==> src/verilog/rca_pkg.sv <==
/*
 * rca_pkg: constants, types and the count step function shared by the
 * upper calendar and alarm set-point register block.
 * assumes: an 8-bit data path and a 16-bit I/O address space.
 */
package rca_pkg;

    // ==========================================================
    // bus geometry
    localparam int ADDR_W = 16;
    localparam int DATA_W = 8;

    // ==========================================================
    // register offsets in the I/O space
    localparam logic [15:0] MTH_COUNT_OFS = 16'h00E5;
    localparam logic [15:0] ANNUM_COUNT_OFS = 16'h00E6;
    localparam logic [15:0] EPOCH_COUNT_OFS = 16'h00E7;
    localparam logic [15:0] ALARM_S_OFS = 16'h00E8;
    localparam logic [15:0] ALARM_M_OFS = 16'h00E9;

    // ==========================================================
    // count limits, decimal and binary coding
    localparam logic [7:0] MTH_FIRST = 8'h01;
    localparam logic [7:0] MTH_LAST_BCD = 8'h12;
    localparam logic [7:0] MTH_LAST_BIN = 8'h0C;
    localparam logic [7:0] ANNUM_FIRST = 8'h00;
    localparam logic [7:0] ANNUM_LAST_BCD = 8'h99;
    localparam logic [7:0] ANNUM_LAST_BIN = 8'h63;
    localparam logic [7:0] EPOCH_FIRST = 8'h00;
    localparam logic [7:0] EPOCH_LAST_BCD = 8'h99;
    localparam logic [7:0] EPOCH_LAST_BIN = 8'h63;

    // ==========================================================
    // digit and misc constants
    localparam logic [3:0] DIGIT_LAST = 4'h9;
    localparam logic [3:0] DIGIT_ZERO = 4'h0;
    localparam logic [3:0] NIB_ONE = 4'h1;
    localparam logic [7:0] BYTE_ONE = 8'h01;
    localparam logic [7:0] RD_IDLE = 8'h00;
    localparam int ALM_SEC_BIT = 0;
    localparam int ALM_MIN_BIT = 1;

    // ==========================================================
    // step result: next value and a wrap flag that carries upward
    typedef struct packed {
        logic wrap;
        logic [7:0] val;
    } rca_step_s;

    // one count step in either coding; wraps from last back to first
    function automatic rca_step_s rcaStep(
        input logic [7:0] cur,
        input logic bcd,
        input logic [7:0] lastBcd,
        input logic [7:0] lastBin,
        input logic [7:0] first
    );
        rca_step_s res;
        logic [7:0] last;
        last = bcd ? lastBcd : lastBin;
        res.wrap = 1'b0;
        if (cur == last) begin
            res.wrap = 1'b1;
            res.val = first;
        end else if (bcd && (cur[3:0] >= DIGIT_LAST)) begin
            res.val = {cur[7:4] + NIB_ONE, DIGIT_ZERO};
        end else if (bcd) begin
            res.val = {cur[7:4], cur[3:0] + NIB_ONE};
        end else begin
            res.val = cur + BYTE_ONE;
        end
        return res;
    endfunction

endpackage

==> src/verilog/rca_alarm_if.sv <==
/*
 * rca_alarm_if: carries alarm set points, live counts and enables from
 * the register block to the comparator, and the match back.
 * assumes: both ends sit in the same clock domain.
 */
`timescale 1ns/1ps
interface rca_alarm_if;
    logic [7:0] setSec;
    logic [7:0] setMin;
    logic [7:0] curSec;
    logic [7:0] curMin;
    logic [1:0] matchOn;
    logic match;

    // ==========================================================
    // comparator end
    modport cmp (
        input setSec,
        input setMin,
        input curSec,
        input curMin,
        input matchOn,
        output match
    );

    // ==========================================================
    // register block end
    modport owner (
        output setSec,
        output setMin,
        output curSec,
        output curMin,
        output matchOn,
        input match
    );
endinterface

==> src/verilog/rca_alarm_cmp.sv <==
/*
 * rca_alarm_cmp: combinational seconds and minutes alarm comparator.
 * assumes: the caller samples match only at a count increment or when
 * the count lock closes; values are compared as raw bytes, which is
 * exact in both codings since both sides use the same coding.
 */
`timescale 1ns/1ps
module rca_alarm_cmp
    import rca_pkg::*;
(
    // alarm link
    rca_alarm_if.cmp alm
);

    // ==========================================================
    // compare
    logic secOk;
    logic minOk;

    // a disabled field always agrees; with none enabled there is no alarm
    assign secOk = !alm.matchOn[ALM_SEC_BIT] || (alm.setSec == alm.curSec);
    assign minOk = !alm.matchOn[ALM_MIN_BIT] || (alm.setMin == alm.curMin);
    assign alm.match = (|alm.matchOn) && secOk && minOk;

endmodule

==> src/verilog/rca_calendar_alarm_regs.sv <==
/*
 * rca_calendar_alarm_regs: month, year and century count registers with
 * their carry chain, and the seconds and minutes alarm set points, on
 * the CPU I/O address and data bus.
 * assumes: strobes and address are synchronous to ref_clk; the lock,
 * coding select and alarm enables come from the control registers
 * held elsewhere; day-of-month carry and the seconds tick come from the
 * lower counters of the same clock.
 */
// Summary of operation
// - decimal month: tens digit 0-1 in upper nibble, ones 0-9 lower.
// - binary month: one byte from 01h to 0Ch.
// - decimal year: tens 0-9 in bits 7-4, ones 0-9 in bits 3-0.
// - binary year: one byte from 00h to 63h.
// - decimal century: two digits 0-9, tens high nibble, ones low.
// - binary century: one byte from 00h to 63h.
// - decimal alarm seconds: tens 0-5 upper nibble, ones 0-9 lower.
// - binary alarm seconds: one byte from 00h to 3Bh.
// - decimal alarm minutes: tens 0-5 upper nibble, ones 0-9 lower.
// - binary alarm minutes: one byte from 00h to 3Bh.
// - reset leaves month, year and century counts untouched.
// - count writes ignored while locked; accepted while write-open.
// - alarm set points always read/write and survive reset.
// - coding select chooses BCD or binary counting; the alarm compare is raw bytes in either coding.
// - write-open halts counting; locked resumes; reset means locked.
// - seconds alarm needs enable bit 0, minutes alarm bit 1.
`timescale 1ns/1ps
module rca_calendar_alarm_regs
    import rca_pkg::*;
#(
    parameter int P_ADDR_W = ADDR_W,
    parameter int P_DATA_W = DATA_W
) (
    // clock and reset
    input wire logic ref_clk,
    input wire logic rst_n,
    // CPU I/O bus
    input wire logic [P_ADDR_W-1:0] ioAddr,
    input wire logic ioWrEn,
    input wire logic ioRdEn,
    input wire logic [P_DATA_W-1:0] ioWrData,
    output logic [P_DATA_W-1:0] ioRdData,
    output logic ioRdValid,
    // control bits from the control registers
    input wire logic countWriteOpen,
    input wire logic decimalCodingSel,
    input wire logic alarm_s_match_on,
    input wire logic alarm_m_match_on,
    // lower counter links
    input wire logic monthCarryIn,
    input wire logic secTick,
    input wire logic [7:0] curSecCount,
    input wire logic [7:0] curMinCount,
    // results
    output logic [7:0] mthCount,
    output logic [7:0] annumCount,
    output logic [7:0] epochCount,
    output logic epochWrap,
    output logic alarmHit
);

    // ==========================================================
    // elaboration checks: the field layouts are byte wide
    if (P_DATA_W != DATA_W) begin : gBadData
        $error("rca_calendar_alarm_regs: data width must be 8");
    end
    if (P_ADDR_W != ADDR_W) begin : gBadAddr
        $error("rca_calendar_alarm_regs: address width must be 16");
    end

    // ==========================================================
    // state types
    // time-keeping contents carry no reset: they must outlive a device reset
    typedef struct packed {
        logic [7:0] mth;
        logic [7:0] annum;
        logic [7:0] epoch;
        logic [7:0] alarmS;
        logic [7:0] alarmM;
    } rca_dat_s;

    // bus answer and event state, defined from reset
    typedef struct packed {
        logic lockPrev;
        logic rdValid;
        logic [7:0] rdData;
        logic hit;
        logic wrap;
    } rca_ctl_s;

    rca_dat_s dat_r;
    rca_dat_s dat_nxt;
    rca_ctl_s ctl_r;
    rca_ctl_s ctl_nxt;

    // ==========================================================
    // decode and step helpers
    logic countRun;
    logic wrOpen;
    logic evalNow;
    rca_step_s mthStep;
    rca_step_s annumStep;
    rca_step_s epochStep;

    // address match against one register offset
    function automatic logic addrIs(input logic [15:0] a, input logic [15:0] ofs);
        return a == ofs;
    endfunction

    // the lock gates both the count chain and the count writes
    assign countRun = !countWriteOpen;
    assign wrOpen = ioWrEn && countWriteOpen;

    // step chain, each stage in the coding that is selected now
    assign mthStep = rcaStep(dat_r.mth, decimalCodingSel, MTH_LAST_BCD, MTH_LAST_BIN, MTH_FIRST);
    assign annumStep = rcaStep(dat_r.annum, decimalCodingSel, ANNUM_LAST_BCD, ANNUM_LAST_BIN,
        ANNUM_FIRST);
    assign epochStep = rcaStep(dat_r.epoch, decimalCodingSel, EPOCH_LAST_BCD, EPOCH_LAST_BIN,
        EPOCH_FIRST);

    // ==========================================================
    // alarm comparator
    rca_alarm_if alm ();

    assign alm.setSec = dat_r.alarmS;
    assign alm.setMin = dat_r.alarmM;
    assign alm.curSec = curSecCount;
    assign alm.curMin = curMinCount;
    assign alm.matchOn = {alarm_m_match_on, alarm_s_match_on};

    rca_alarm_cmp rca_alarm_cmp_i (
        .alm(alm.cmp)
    );

    // compare after a running seconds increment, or as the lock closes
    assign evalNow = (countRun && secTick) || (ctl_r.lockPrev && !countWriteOpen);

    // ==========================================================
    // next state
    always_comb begin
        dat_nxt = dat_r;
        ctl_nxt = ctl_r;

        // count chain: a month carry only moves upward while locked
        if (countRun && monthCarryIn) begin
            dat_nxt.mth = mthStep.val;
            if (mthStep.wrap) begin
                dat_nxt.annum = annumStep.val;
                if (annumStep.wrap) begin
                    dat_nxt.epoch = epochStep.val;
                end
            end
        end
        ctl_nxt.wrap = countRun && monthCarryIn && mthStep.wrap && annumStep.wrap && epochStep.wrap;

        // count writes land only while write-open; counting is halted then
        if (wrOpen && addrIs(ioAddr, MTH_COUNT_OFS)) begin
            dat_nxt.mth = ioWrData;
        end
        if (wrOpen && addrIs(ioAddr, ANNUM_COUNT_OFS)) begin
            dat_nxt.annum = ioWrData;
        end
        if (wrOpen && addrIs(ioAddr, EPOCH_COUNT_OFS)) begin
            dat_nxt.epoch = ioWrData;
        end

        // set points take writes whatever the lock says
        if (ioWrEn && addrIs(ioAddr, ALARM_S_OFS)) begin
            dat_nxt.alarmS = ioWrData;
        end
        if (ioWrEn && addrIs(ioAddr, ALARM_M_OFS)) begin
            dat_nxt.alarmM = ioWrData;
        end

        // alarm event and lock history
        ctl_nxt.lockPrev = countWriteOpen;
        ctl_nxt.hit = evalNow && alm.match;

        // read answer: registered, one cycle after the strobe
        ctl_nxt.rdValid = ioRdEn;
        ctl_nxt.rdData = RD_IDLE;
        if (ioRdEn) begin
            case (ioAddr)
                MTH_COUNT_OFS: begin
                    ctl_nxt.rdData = dat_r.mth;
                end
                ANNUM_COUNT_OFS: begin
                    ctl_nxt.rdData = dat_r.annum;
                end
                EPOCH_COUNT_OFS: begin
                    ctl_nxt.rdData = dat_r.epoch;
                end
                ALARM_S_OFS: begin
                    ctl_nxt.rdData = dat_r.alarmS;
                end
                ALARM_M_OFS: begin
                    ctl_nxt.rdData = dat_r.alarmM;
                end
                default: begin
                    ctl_nxt.rdData = RD_IDLE; // other offsets belong to other blocks
                end
            endcase
        end
    end

    // ==========================================================
    // registers
    // no reset on the contents: a device reset must not disturb the calendar
    always_ff @(posedge ref_clk) begin
        dat_r <= dat_nxt;
    end

    // lock history resets as closed, so release from reset raises no event
    always_ff @(posedge ref_clk or negedge rst_n) begin
        if (!rst_n) begin
            ctl_r <= '0;
        end else begin
            ctl_r <= ctl_nxt;
        end
    end

    // ==========================================================
    // outputs
    assign ioRdData = ctl_r.rdData;
    assign ioRdValid = ctl_r.rdValid;
    assign mthCount = dat_r.mth;
    assign annumCount = dat_r.annum;
    assign epochCount = dat_r.epoch;
    assign epochWrap = ctl_r.wrap;
    assign alarmHit = ctl_r.hit;

endmodule

==> config.mk <==
export PLATFORM = sky130hd
export DESIGN_NAME = rca_calendar_alarm_regs
export DESIGN_NICKNAME = d
export VERILOG_FILES = /design/src/verilog/rca_pkg.sv /design/src/verilog/rca_alarm_if.sv /design/src/verilog/rca_alarm_cmp.sv /design/src/verilog/rca_calendar_alarm_regs.sv
export SDC_FILE = /design/constraint.sdc
export NUM_CORES = 1
export LEC_CHECK = 0
export ABC_AREA = 1
export BUFFER_PORTS_ARGS = -buffer_cell sky130_fd_sc_hd__buf_4
export CORE_MARGIN = 4
export CORE_UTILIZATION = 40
export CTS_CLUSTER_DIAMETER = 30
export DETAILED_ROUTE_END_ITERATION = 6
export RECOVER_POWER = 50
export SKIP_LAST_GASP = 1
export SLEW_MARGIN = 20
export SYNTH_ARGS = -nofsm -noshare
export SYNTH_HDL_FRONTEND = slang
export SYNTH_SLANG_ARGS = --single-unit
==> constraint.sdc <==
create_clock -name ref_clk -period 3.4 [get_ports ref_clk]
set_input_delay 1.02 -clock ref_clk [delete_from_list [all_inputs] [get_ports ref_clk]]
set_output_delay 1.02 -clock ref_clk [all_outputs]
set_load 0.05 [all_outputs]
# [Word level (Yosys, flattened, before mapping)]
# Cells that the tools add are included.
[totals] register_bits=52 in_bits=50 output_inout_bits=35 elab_cells=96
[classes] n_addsub=9 order_cmp=3 eq_ne=13 muxes=22 reduce_logical=36
[op_table] cell="2-to-1 mux 8 bit" count=15
[op_table] cell="equality test 16 x 8 -> 1 bit, second input constant" count=5
[op_table] cell="one-hot mux 8 bit (5 select lines)" count=1
[op_table] cell="equality test 8 bit" count=4
[op_table] cell="adder 4 x 1 -> 4 bit, second input constant" count=6
[op_table] cell="adder 8 x 1 -> 8 bit, second input constant" count=3
[op_table] cell="2-to-1 mux 24 bit" count=1
[op_table] cell="logical AND 1 bit" count=18
[op_table] cell="2-to-1 mux 16 bit" count=1
[op_table] cell="greater-or-equal comparator 4 bit, second input constant" count=3
[op_table] cell="inequality test 4 x 1 -> 1 bit, second input constant" count=3
[op_table] cell="nonzero test 2 bit" count=6
[op_table] cell="equality test 8 x 5 -> 1 bit" count=1
[op_table] cell="AND reduction 3 bit" count=2
[op_table] cell="2-to-1 mux 5 bit" count=1
[op_table] cell="AND reduction 2 bit" count=2
[op_table] cell="AND reduction 4 bit" count=1
[op_table] cell="zero test 1 bit" count=3
[op_table] cell="logical OR 1 bit" count=3
[op_table] cell="2-to-1 mux 1 bit" count=3
[op_table] cell="OR reduction 2 bit" count=1

# [Longest topological paths before layout]
# Gate-level depths: netlist (run 1).
[logic_depth] word_depth=8 ltp_mapped=11 mapped_depth_nobuf=10

# [Hierarchy]
# A second synthesis (run 1) with hierarchy kept.
[hier_totals] cells_unflattened=523 hier_area_um2=3841.2
[by_module_without_submodules] module="rca_calendar_alarm_regs" instances=1 cells_each=451 area_per_inst_um2=3532.1 seq_area_each_um2=1501.4
[by_module_without_submodules] module="rca_alarm_cmp" instances=1 cells_each=72 area_per_inst_um2=309.0 seq_area_each_um2=0.0

# [Worst setup path before layout (run 1)]
# OpenSTA, ideal clock, no wires.
[synth_path] path_kind="input to register" from="input port ioAddr[15]" to="register dat_r, in the netlist alm.setMin[0] (enable)" setup_ns=0.371 arrival_ns=2.038 t_required_ns=3.029 setup_slack_ns=0.991 stages=6 path_buffers=1 cell_sequence="nor2_1 -> nand2_2 -> nor2_8 -> buf_6 -> nand2_1 -> nor2_1"
[synth_via] elab_chain_len=2
[synth_rtl] item="from (decl)" line_no="rca_calendar_alarm_regs.sv:38" source="input wire logic [P_ADDR_W-1:0] ioAddr,"
[synth_rtl] item="equality test 16 x 8 -> 1 bit" line_no="rca_calendar_alarm_regs.sv:107" source="return a == ofs;"
[synth_rtl] item="logical AND 1 bit" line_no="rca_calendar_alarm_regs.sv:171" source="if (ioWrEn && addrIs(ioAddr, ALARM_M_OFS)) begin"
[synth_rtl] item="to (signal assigned)" line_no="rca_calendar_alarm_regs.sv:210" source="dat_r <= dat_nxt;"
[synth_rtl] item="to (decl)" line_no="rca_calendar_alarm_regs.sv:91" source="rca_dat_s dat_r;"
# No other way between the ends.
# A chain may end at the register's enable or synchronous reset.

# [Final worst setup path (run 1)]
[layout_path] from="input port decimalCodingSel" to="register dat_r, in the netlist epochCount[4] (enable)"
[layout_via] elab_chain_len=5 elab_cells_between_ends=12 classes_between="eq/ne: 4; mux: 4; reduce/logical: 4"
[layout_rtl] item="from (decl)" line_no="rca_calendar_alarm_regs.sv:46" source="input wire logic decimalCodingSel,"
[layout_rtl] item="2-to-1 mux 8 bit / 2-to-1 mux 5 bit (equally long branches)" line_no="rca_pkg.sv:60" source="last = bcd ? lastBcd : lastBin;"
[layout_rtl] item="equality test 8 bit / equality test 8 x 5 -> 1 bit (equally long branches)" line_no="rca_pkg.sv:62" source="if (cur == last) begin"
[layout_rtl] item="2-to-1 mux 1 bit" line_no="rca_pkg.sv:62"
[layout_rtl] item="nonzero test 2 bit (no source line)"
[layout_rtl] item="AND reduction 4 bit (no source line) *"
# Mark *: on every way between the ends. The rest lies on a longest branch, timed or not.

==> reports/results.ini, run 1 <==
[placement]
portBuffers=84
dpl.cell_count=678
place_area_um2=4420
routabilityCongestion=0.875
dp_hpwl_mm=8.55

[clocking]
cts_root_buf=clkbuf_8
numCtsBuffers=5
cts_setup_buffers=0
ctsHoldBuffers=0
clock_sinks=52
clock_latency_ps=310
cts_tree=yes
htreeDepth=2
cts_buffer_depth=2
clk_pin_slew_worst_paths_ps=90
cts_resized=0

[routing]
wl_mm=10.9
highest_layer=met4
wire_per_inst_um=15.9
vias=3460
ant_nets=0
dr_wl_met3_um=757
first_iter_violations=170
dr_wl_met2_mm=5.00
vias_per_cell=5.04
wl_met1_mm=4.92
firstDrtPassIters=4
drc=0

[synth]
synth_ff_type=edfxtp_1
synth.top_cell.area_share=0.318
synth_cell_types=33
seq_area_frac_synth=0.398
syn_area_um2=3770
synth.avg_cell_area_um2=7.58
synth_commonest_cells=136 x nand2_1, 81 x nand3_1, 57 x nor2_1, 54 x inv_1, 40 x edfxtp_1
synth_cells=498
yosysMostFrequentCell=nand2_1
synth_edf_count=40
yosys-top-cells-area=edfxtp_1 32%, nand2_1 14%, nand3_1 11%
ys_warn_count=0
synthArstFlopShare=0.231
yosys.area.top_type=edfxtp_1
synth_nets=560
ys_ff_latch=52

[global_route]
grt.overflow.total=0
grt_start_max_net_pins=30
grt_pass1_wl_mm=17.2
track_usage=0.196
grt_pass1_vias=3318
grt_antenna_before_repair=0

[finish]
diodes=0
multi_input_area_um2=1910
final_area_um2=4330
regArea_um2=1500
area_delta_synth_final_pct=14.7
fin_cells=686
layout-drive-gt1-share=0.125
nets=636
fill_cells=974

[critical_path]
crit_fanout=10
crit_type=in2reg
cp.required_ps=3390
cp-end-kind=register
cp_data_arrival_time_ps=2540
crit_path_start_kind=primary input

[sta]
whs_ps=628
drv_slew=0
slew-limit-headroom=0.558
fin_crit_ps=2550
rsz0062_at_grt=no
setup_viol=0
skew_ps=4.54
worstMarginPinSlew_ps=661
tns_ps=0
hold_viol=0
min_period_over_period=0.749
max_freq_ghz=0.393

[power_and_ir_drop]
power_w=0.00123
ir_drop_v=0.000164
power_density_nw_per_um2=284
p_leak_nw=2.08

[floorplan]
core_um2=9200
start_util=0.410
ioPinCount=85
die_h_um=105
rows=35
die_w_um=105
die_area_um2=11000

[job]
max_cap_violations=0

[hold_path]
hold_class=reg2reg

[status]
outcome=complete, no violations

==> where the power goes <==
group | leakage (nW) | switching [W] | internal, W
logic | 1.50 | 0.000108 | 0.0000658
clock network | 0.0479 | 0.000208 | 0.000144
registers | 0.527 | 0.0000102 | 0.000692
total | 2.08 | 0.000326 | 0.000902
==> cells by family (layout without fill, tap and decap cells) <==
| group | count (synthesis) | count (layout) | synth area share |
|---|---|---|---|
| adders and majority gates | 12 | 12 | 0.0398 |
| DFF | 52 | 52 | 0.398 |
| and+or+nand+nor | 307 | 307 | 0.375 |
| xor gates and xnor gates | 18 | 18 | 0.0418 |
| AOI/OAI and AO/OA | 36 | 36 | 0.0521 |
| buffers and inverters | 73 | 150 | 0.0929 |
==> cell type report <==
type | count | area share
clock buffer | 5 | 0.0159
tap | 111 | 0.0321
clock inverter | 3 | 0.00434
inverter | 57 | 0.0497
sequential | 52 | 0.347
timing repair buffer | 85 | 0.110
multi-input combinational | 373 | 0.441
==> routing by layer <==
metal	global-route usage	vias to the layer above
li1	-	1773
met1	0.265	1538
met2	0.321	135
met3	0.0358	14
met4	0.0544	0
met5	0	-
==> sequential cells by signal, summed over array words and instances, names as in the netlist <==
signal	flops
alm.setMin	8
alm.setSec	8
annumCount	8
epochCount	8
ioRdData	8
mthCount	8
alarmHit	1
ctl_r	1
epochWrap	1
ioRdValid	1
==> path summary, 6_finish.rpt <==
path                                       start             to  slack (ps)  cells after the start
worst max register to register       mthCount[1]    mthCount[6]        1410                      9
worst max-delay path            decimalCodingSel  epochCount[4]         850                      7
min in group asynchronous                  rst_n    ioRdData[3]         680                      1
worst min-delay path                   ctl_r[11]       alarmHit         630                      4
max in group asynchronous                  rst_n      epochWrap        2330                      1
worst min register to register         ctl_r[11]       alarmHit         630                      4
==> placed cells by master (no fill, tap or decap), types with 3 or more instances in the layout <==
cell type,count
clkbuf_8,5
nand2_1,136
nor2_1,57
nand4_1,4
clkbuf_1,43
nand3_1,82
edfxtp_1,40
nand2_2,5
ha_1,12
xor2_1,7
o22ai_1,7
nor2_4,5
xnor2_1,11
buf_4,40
a21oi_1,3
nor3_1,4
dfrtp_1,12
or2_2,3
inv_1,55
o21ai_0,21
==> stage by stage <==
step / util / setup WS, ps
after detailed placement: 0.480 / 657
after floorplan: - / 991
after global routing: 0.471 / 611
after CTS: 0.490 / 986
after global placement: 0.480 / 699
final: 0.471 / 854
==> worst max-delay path, stage by stage <==
cell and delay [ps]:
buf_4 170, clkinvlp_2 420, o21ai_0 270, nand3_1 240, nand2_2 100, nand2_1 50
nor2_1 250
(Power assumes the default switching activity.)
==> run 2, diff against run 1 <==
clock period = 2.5 ns   (was 3.4 ns; I/O delays follow)
==> run 2 against run 1 <==
Compared with the run above: global-route usage is essentially flat; worst hold slack lost 220 ps; non-clock buffer count up 10; critical endpoint unchanged; largest power group unchanged.
==> reports/results.ini, run 2 (same netlist as run 1, synthesis figures left out) <==
[clocking]
clock_latency_ps=310
cts_root_buf=clkbuf_8
numCtsBuffers=5
clk_pin_slew_worst_paths_ps=90
cts_setup_buffers=0
htreeDepth=2
cts_buffer_depth=2
cts_resized=0
ctsHoldBuffers=0
clock_sinks=52
cts_tree=yes

[finish]
final_area_um2=4470
multi_input_area_um2=1920
final_cell_mix=137 x nand2_1, 81 x nand3_1, 59 x buf_4
area_delta_synth_final_pct=18.4
regArea_um2=1500
nets=646
final_common_cell=nand2_1
fin_util=0.486
layout-drive-gt1-share=0.159
diodes=0
fill_cells=985

[critical_path]
crit_type=in2reg
cp.required_ps=2480
cp_data_arrival_time_ps=2150
crit_path_start_kind=primary input
cp-end-kind=register
crit_fanout=10

[job]
max_cap_violations=0

[sta]
min_period_over_period=0.868
drv_slew=0
slew-limit-headroom=0.597
worstMarginPinSlew_ps=607
rsz0062_at_grt=no
hold_viol=0
fin_crit_ps=2170
max_freq_ghz=0.461
setup_viol=0
skew_ps=8.55
tns_ps=0
whs_ps=409

[floorplan]
rows=35
core_um2=9200
die_h_um=105
die_w_um=105
ioPinCount=85
die_area_um2=11000
start_util=0.410

[routing]
ant_nets=0
vias_per_cell=5.15
wire_per_inst_um=15.8
firstDrtPassIters=4
first_iter_violations=246
drc=0
wl_mm=11.0
vias=3583

[placement]
place_area_um2=4500
dp_hpwl_mm=8.78
portBuffers=84
routabilityCongestion=0.874

[hold_path]
hold_class=in2async

[global_route]
grt_pass1_vias=3393
grt_antenna_before_repair=0
grt_start_max_net_pins=25
grt_pass1_wl_mm=17.3
track_usage=0.196
grt.overflow.total=0

[status]
outcome=complete, no violations

[power_and_ir_drop]
ir_drop_v=0.000240
power_density_nw_per_um2=374
p_leak_nw=2.16

run 2: worst max-delay path, cell delays in order:
cell and delay (ps):
buf_4 170, clkinvlp_2 370, o21ai_0 240, nand3_1 220
nand2_2 100, nand2_1 50, nor2_1 260
run 2: cell type report:
cell class / instances / area share
multi-input cells: 373 / 0.429
clock buffers: 6 / 0.0162
inverters: 57 / 0.0482
clock inverters: 2 / 0.00364
well taps: 111 / 0.0311
repair buffers: 95 / 0.136
flip-flops and latches: 52 / 0.336
run 2: per-layer routing:
metal	vias up	global-route usage	wire length (um)
met4	0	0.0628	230
li1	1797	-	-
met5	-	0	0
met2	143	0.312	5050
met1	1627	0.272	4940
met3	16	0.0346	773
run 2: report_power, final:
part | total [W] | leakage [nW] | switching (W) | internal (W)
registers | 0.000954 | 0.527 | 0.0000132 | 0.000941
logic | 0.000238 | 1.59 | 0.000147 | 0.0000908
clock network | 0.000481 | 0.0414 | 0.000281 | 0.000200
total | 0.00167 | 2.16 | 0.000441 | 0.00123
run 2: per-stage QoR:
step           std cells  worst slack (ps)  power [W]
2_1_floorplan        498               361    0.00110
3_3_place_gp         688               294    0.00122
3_5_place_dp         688               254    0.00123
4_1_cts              696               527    0.00170
5_1_grt              696               240    0.00174
6_report             696               330    0.00167
run 2: path summary, 6_finish.rpt:
path	end	cells after the start	from	slack, ps
worst max-delay path	epochCount[4]	7	decimalCodingSel	330
worst min-delay path	ioRdData[6]	1	rst_n	410
worst max register to register	epochCount[4]	9	epochCount[0]	520
worst min register to register	alarmHit	4	ctl_r[11]	610
max in group asynchronous	ctl_r[11]	1	rst_n	1710
min in group ref_clk	ioRdValid	1	ioRdEn	580
==> run 3, diff against run 2 <==
clock period = 2.4 ns   (was 2.5 ns; I/O delays follow)
==> run 3 against run 2 <==
Compared with the run above: final cell count up 0.72%; non-clock buffer count up 5; power up 6.5%; first-iteration DRC count down 1.2%; register-to-register slack worse by 100 ps; utilization up 0.22 points; sequential share of layout area down 0.15 points; worst hold slack worse by 32 ps; sequential power up 4.3%; largest cell class unchanged.
==> reports/results.ini, run 3 (same netlist as run 1, synthesis figures left out) <==
[status]
outcome=complete, no violations

[sta]
rsz0062_at_grt=no
min_period_over_period=0.862
tns_ps=0
max_freq_ghz=0.483
fin_crit_ps=2070
hold_viol=0
worstMarginPinSlew_ps=604
drv_slew=0
setup_viol=0
slew-limit-headroom=0.597
skew_ps=13.4

[floorplan]
die_area_um2=11000
ioPinCount=85
start_util=0.410
core_um2=9200
rows=35
die_w_um=105
die_h_um=105

[global_route]
grt_start_max_net_pins=19
grt.overflow.total=0
grt_pass1_wl_mm=17.3
track_usage=0.195
grt_pass1_vias=3428
grt_antenna_before_repair=0

[critical_path]
critPathSlowestCell=edfxtp_1
crit_type=reg2out
critical_path.max_stage_delay_ps=520
cp_data_arrival_time_ps=1350
cp-end-kind=output port
crit_path_start_kind=register
cp_num_buf_inv=1
crit_fanout=7
rr_startpoint=mthCount[1]
cp.required_ps=1680
ff2ff_path_depth=9
r2r_setup_slack_ps=420
crit_chain=clkbuf_1
r2r_end=mthCount[6]
path_delay_family=flip-flops

[finish]
final_cell_mix=137 x nand2_1, 81 x nand3_1, 61 x buf_4
nets=651
final_common_cell=nand2_1
diodes=0
fin_cells=701
layout-drive-gt1-share=0.163
area_delta_synth_final_pct=19.0
fin_util=0.488

[placement]
dp_hpwl_mm=8.81
portBuffers=84
routabilityCongestion=0.888
dpl.cell_count=693

[routing]
vias=3606
vias_per_cell=5.14
wire_per_inst_um=15.5
firstDrtPassIters=4
ant_nets=0
first_iter_violations=243
drc=0
wl_mm=10.9

[clocking]
clock_latency_ps=320
clock_sinks=52
numCtsBuffers=5
htreeDepth=2
cts_resized=0
cts_setup_buffers=0
cts_tree=yes
cts_root_buf=clkbuf_8
ctsHoldBuffers=0
clk_pin_slew_worst_paths_ps=110
cts_buffer_depth=2

[hold_path]
hold_class=in2async

[power_and_ir_drop]
p_leak_nw=2.18
power_w=0.00178
ir_drop_v=0.000231
power_density_nw_per_um2=397

[job]
max_cap_violations=0

[run 3: area by class of cell]
class / count / area, um2
flip-flops and latches: 52 / 1500
inverters: 57 / 216
clock inverters: 3 / 25.0
fillers: 949 / 4710
clock buffers: 5 / 68.8
well taps: 111 / 139
multi-input cells: 373 / 1920
repair buffers: 100 / 619
[run 3: report_power, final]
group | switching, W | total, W | internal, W
Sequential | 0.0000142 | 0.000995 | 0.000980
Combinational | 0.000153 | 0.000248 | 0.0000952
Clock | 0.000326 | 0.000539 | 0.000214
Total | 0.000493 | 0.00178 | 0.00129
[run 3: through the flow]
stage	area, um2	setup slack, ps	hold WS (ps)
final	4490	330	377
after global routing	4490	211	459
after global placement	4530	225	565
after CTS	4620	437	223
after floorplan	3770	291	424
after detailed placement	4530	158	565
[run 3: metal layers]
layer / part of all wire / vias to the layer above / global-route usage / wire [um]
met5: 0 / - / 0 / 0
met4: 0.014 / 0 / 0.0469 / 156
met3: 0.062 / 12 / 0.0315 / 679
met2: 0.46 / 133 / 0.319 / 5030
met1: 0.46 / 1651 / 0.269 / 5030
li1: - / 1810 / - / -
[run 3: worst max path at each step]
stage,startpoint,end,slack (ps),cells past startpoint
floorplan,ioAddr[15],alm.setMin[0],290,6
global placement,ioAddr[15],alm.setMin[4],230,8
detailed placement,ioAddr[11],epochCount[6],160,8
CTS,mthCount[1],mthCount[6],440,9
global route,mthCount[1],mthCount[6],210,9
finish,annumCount[7],annumCount[7],330,1
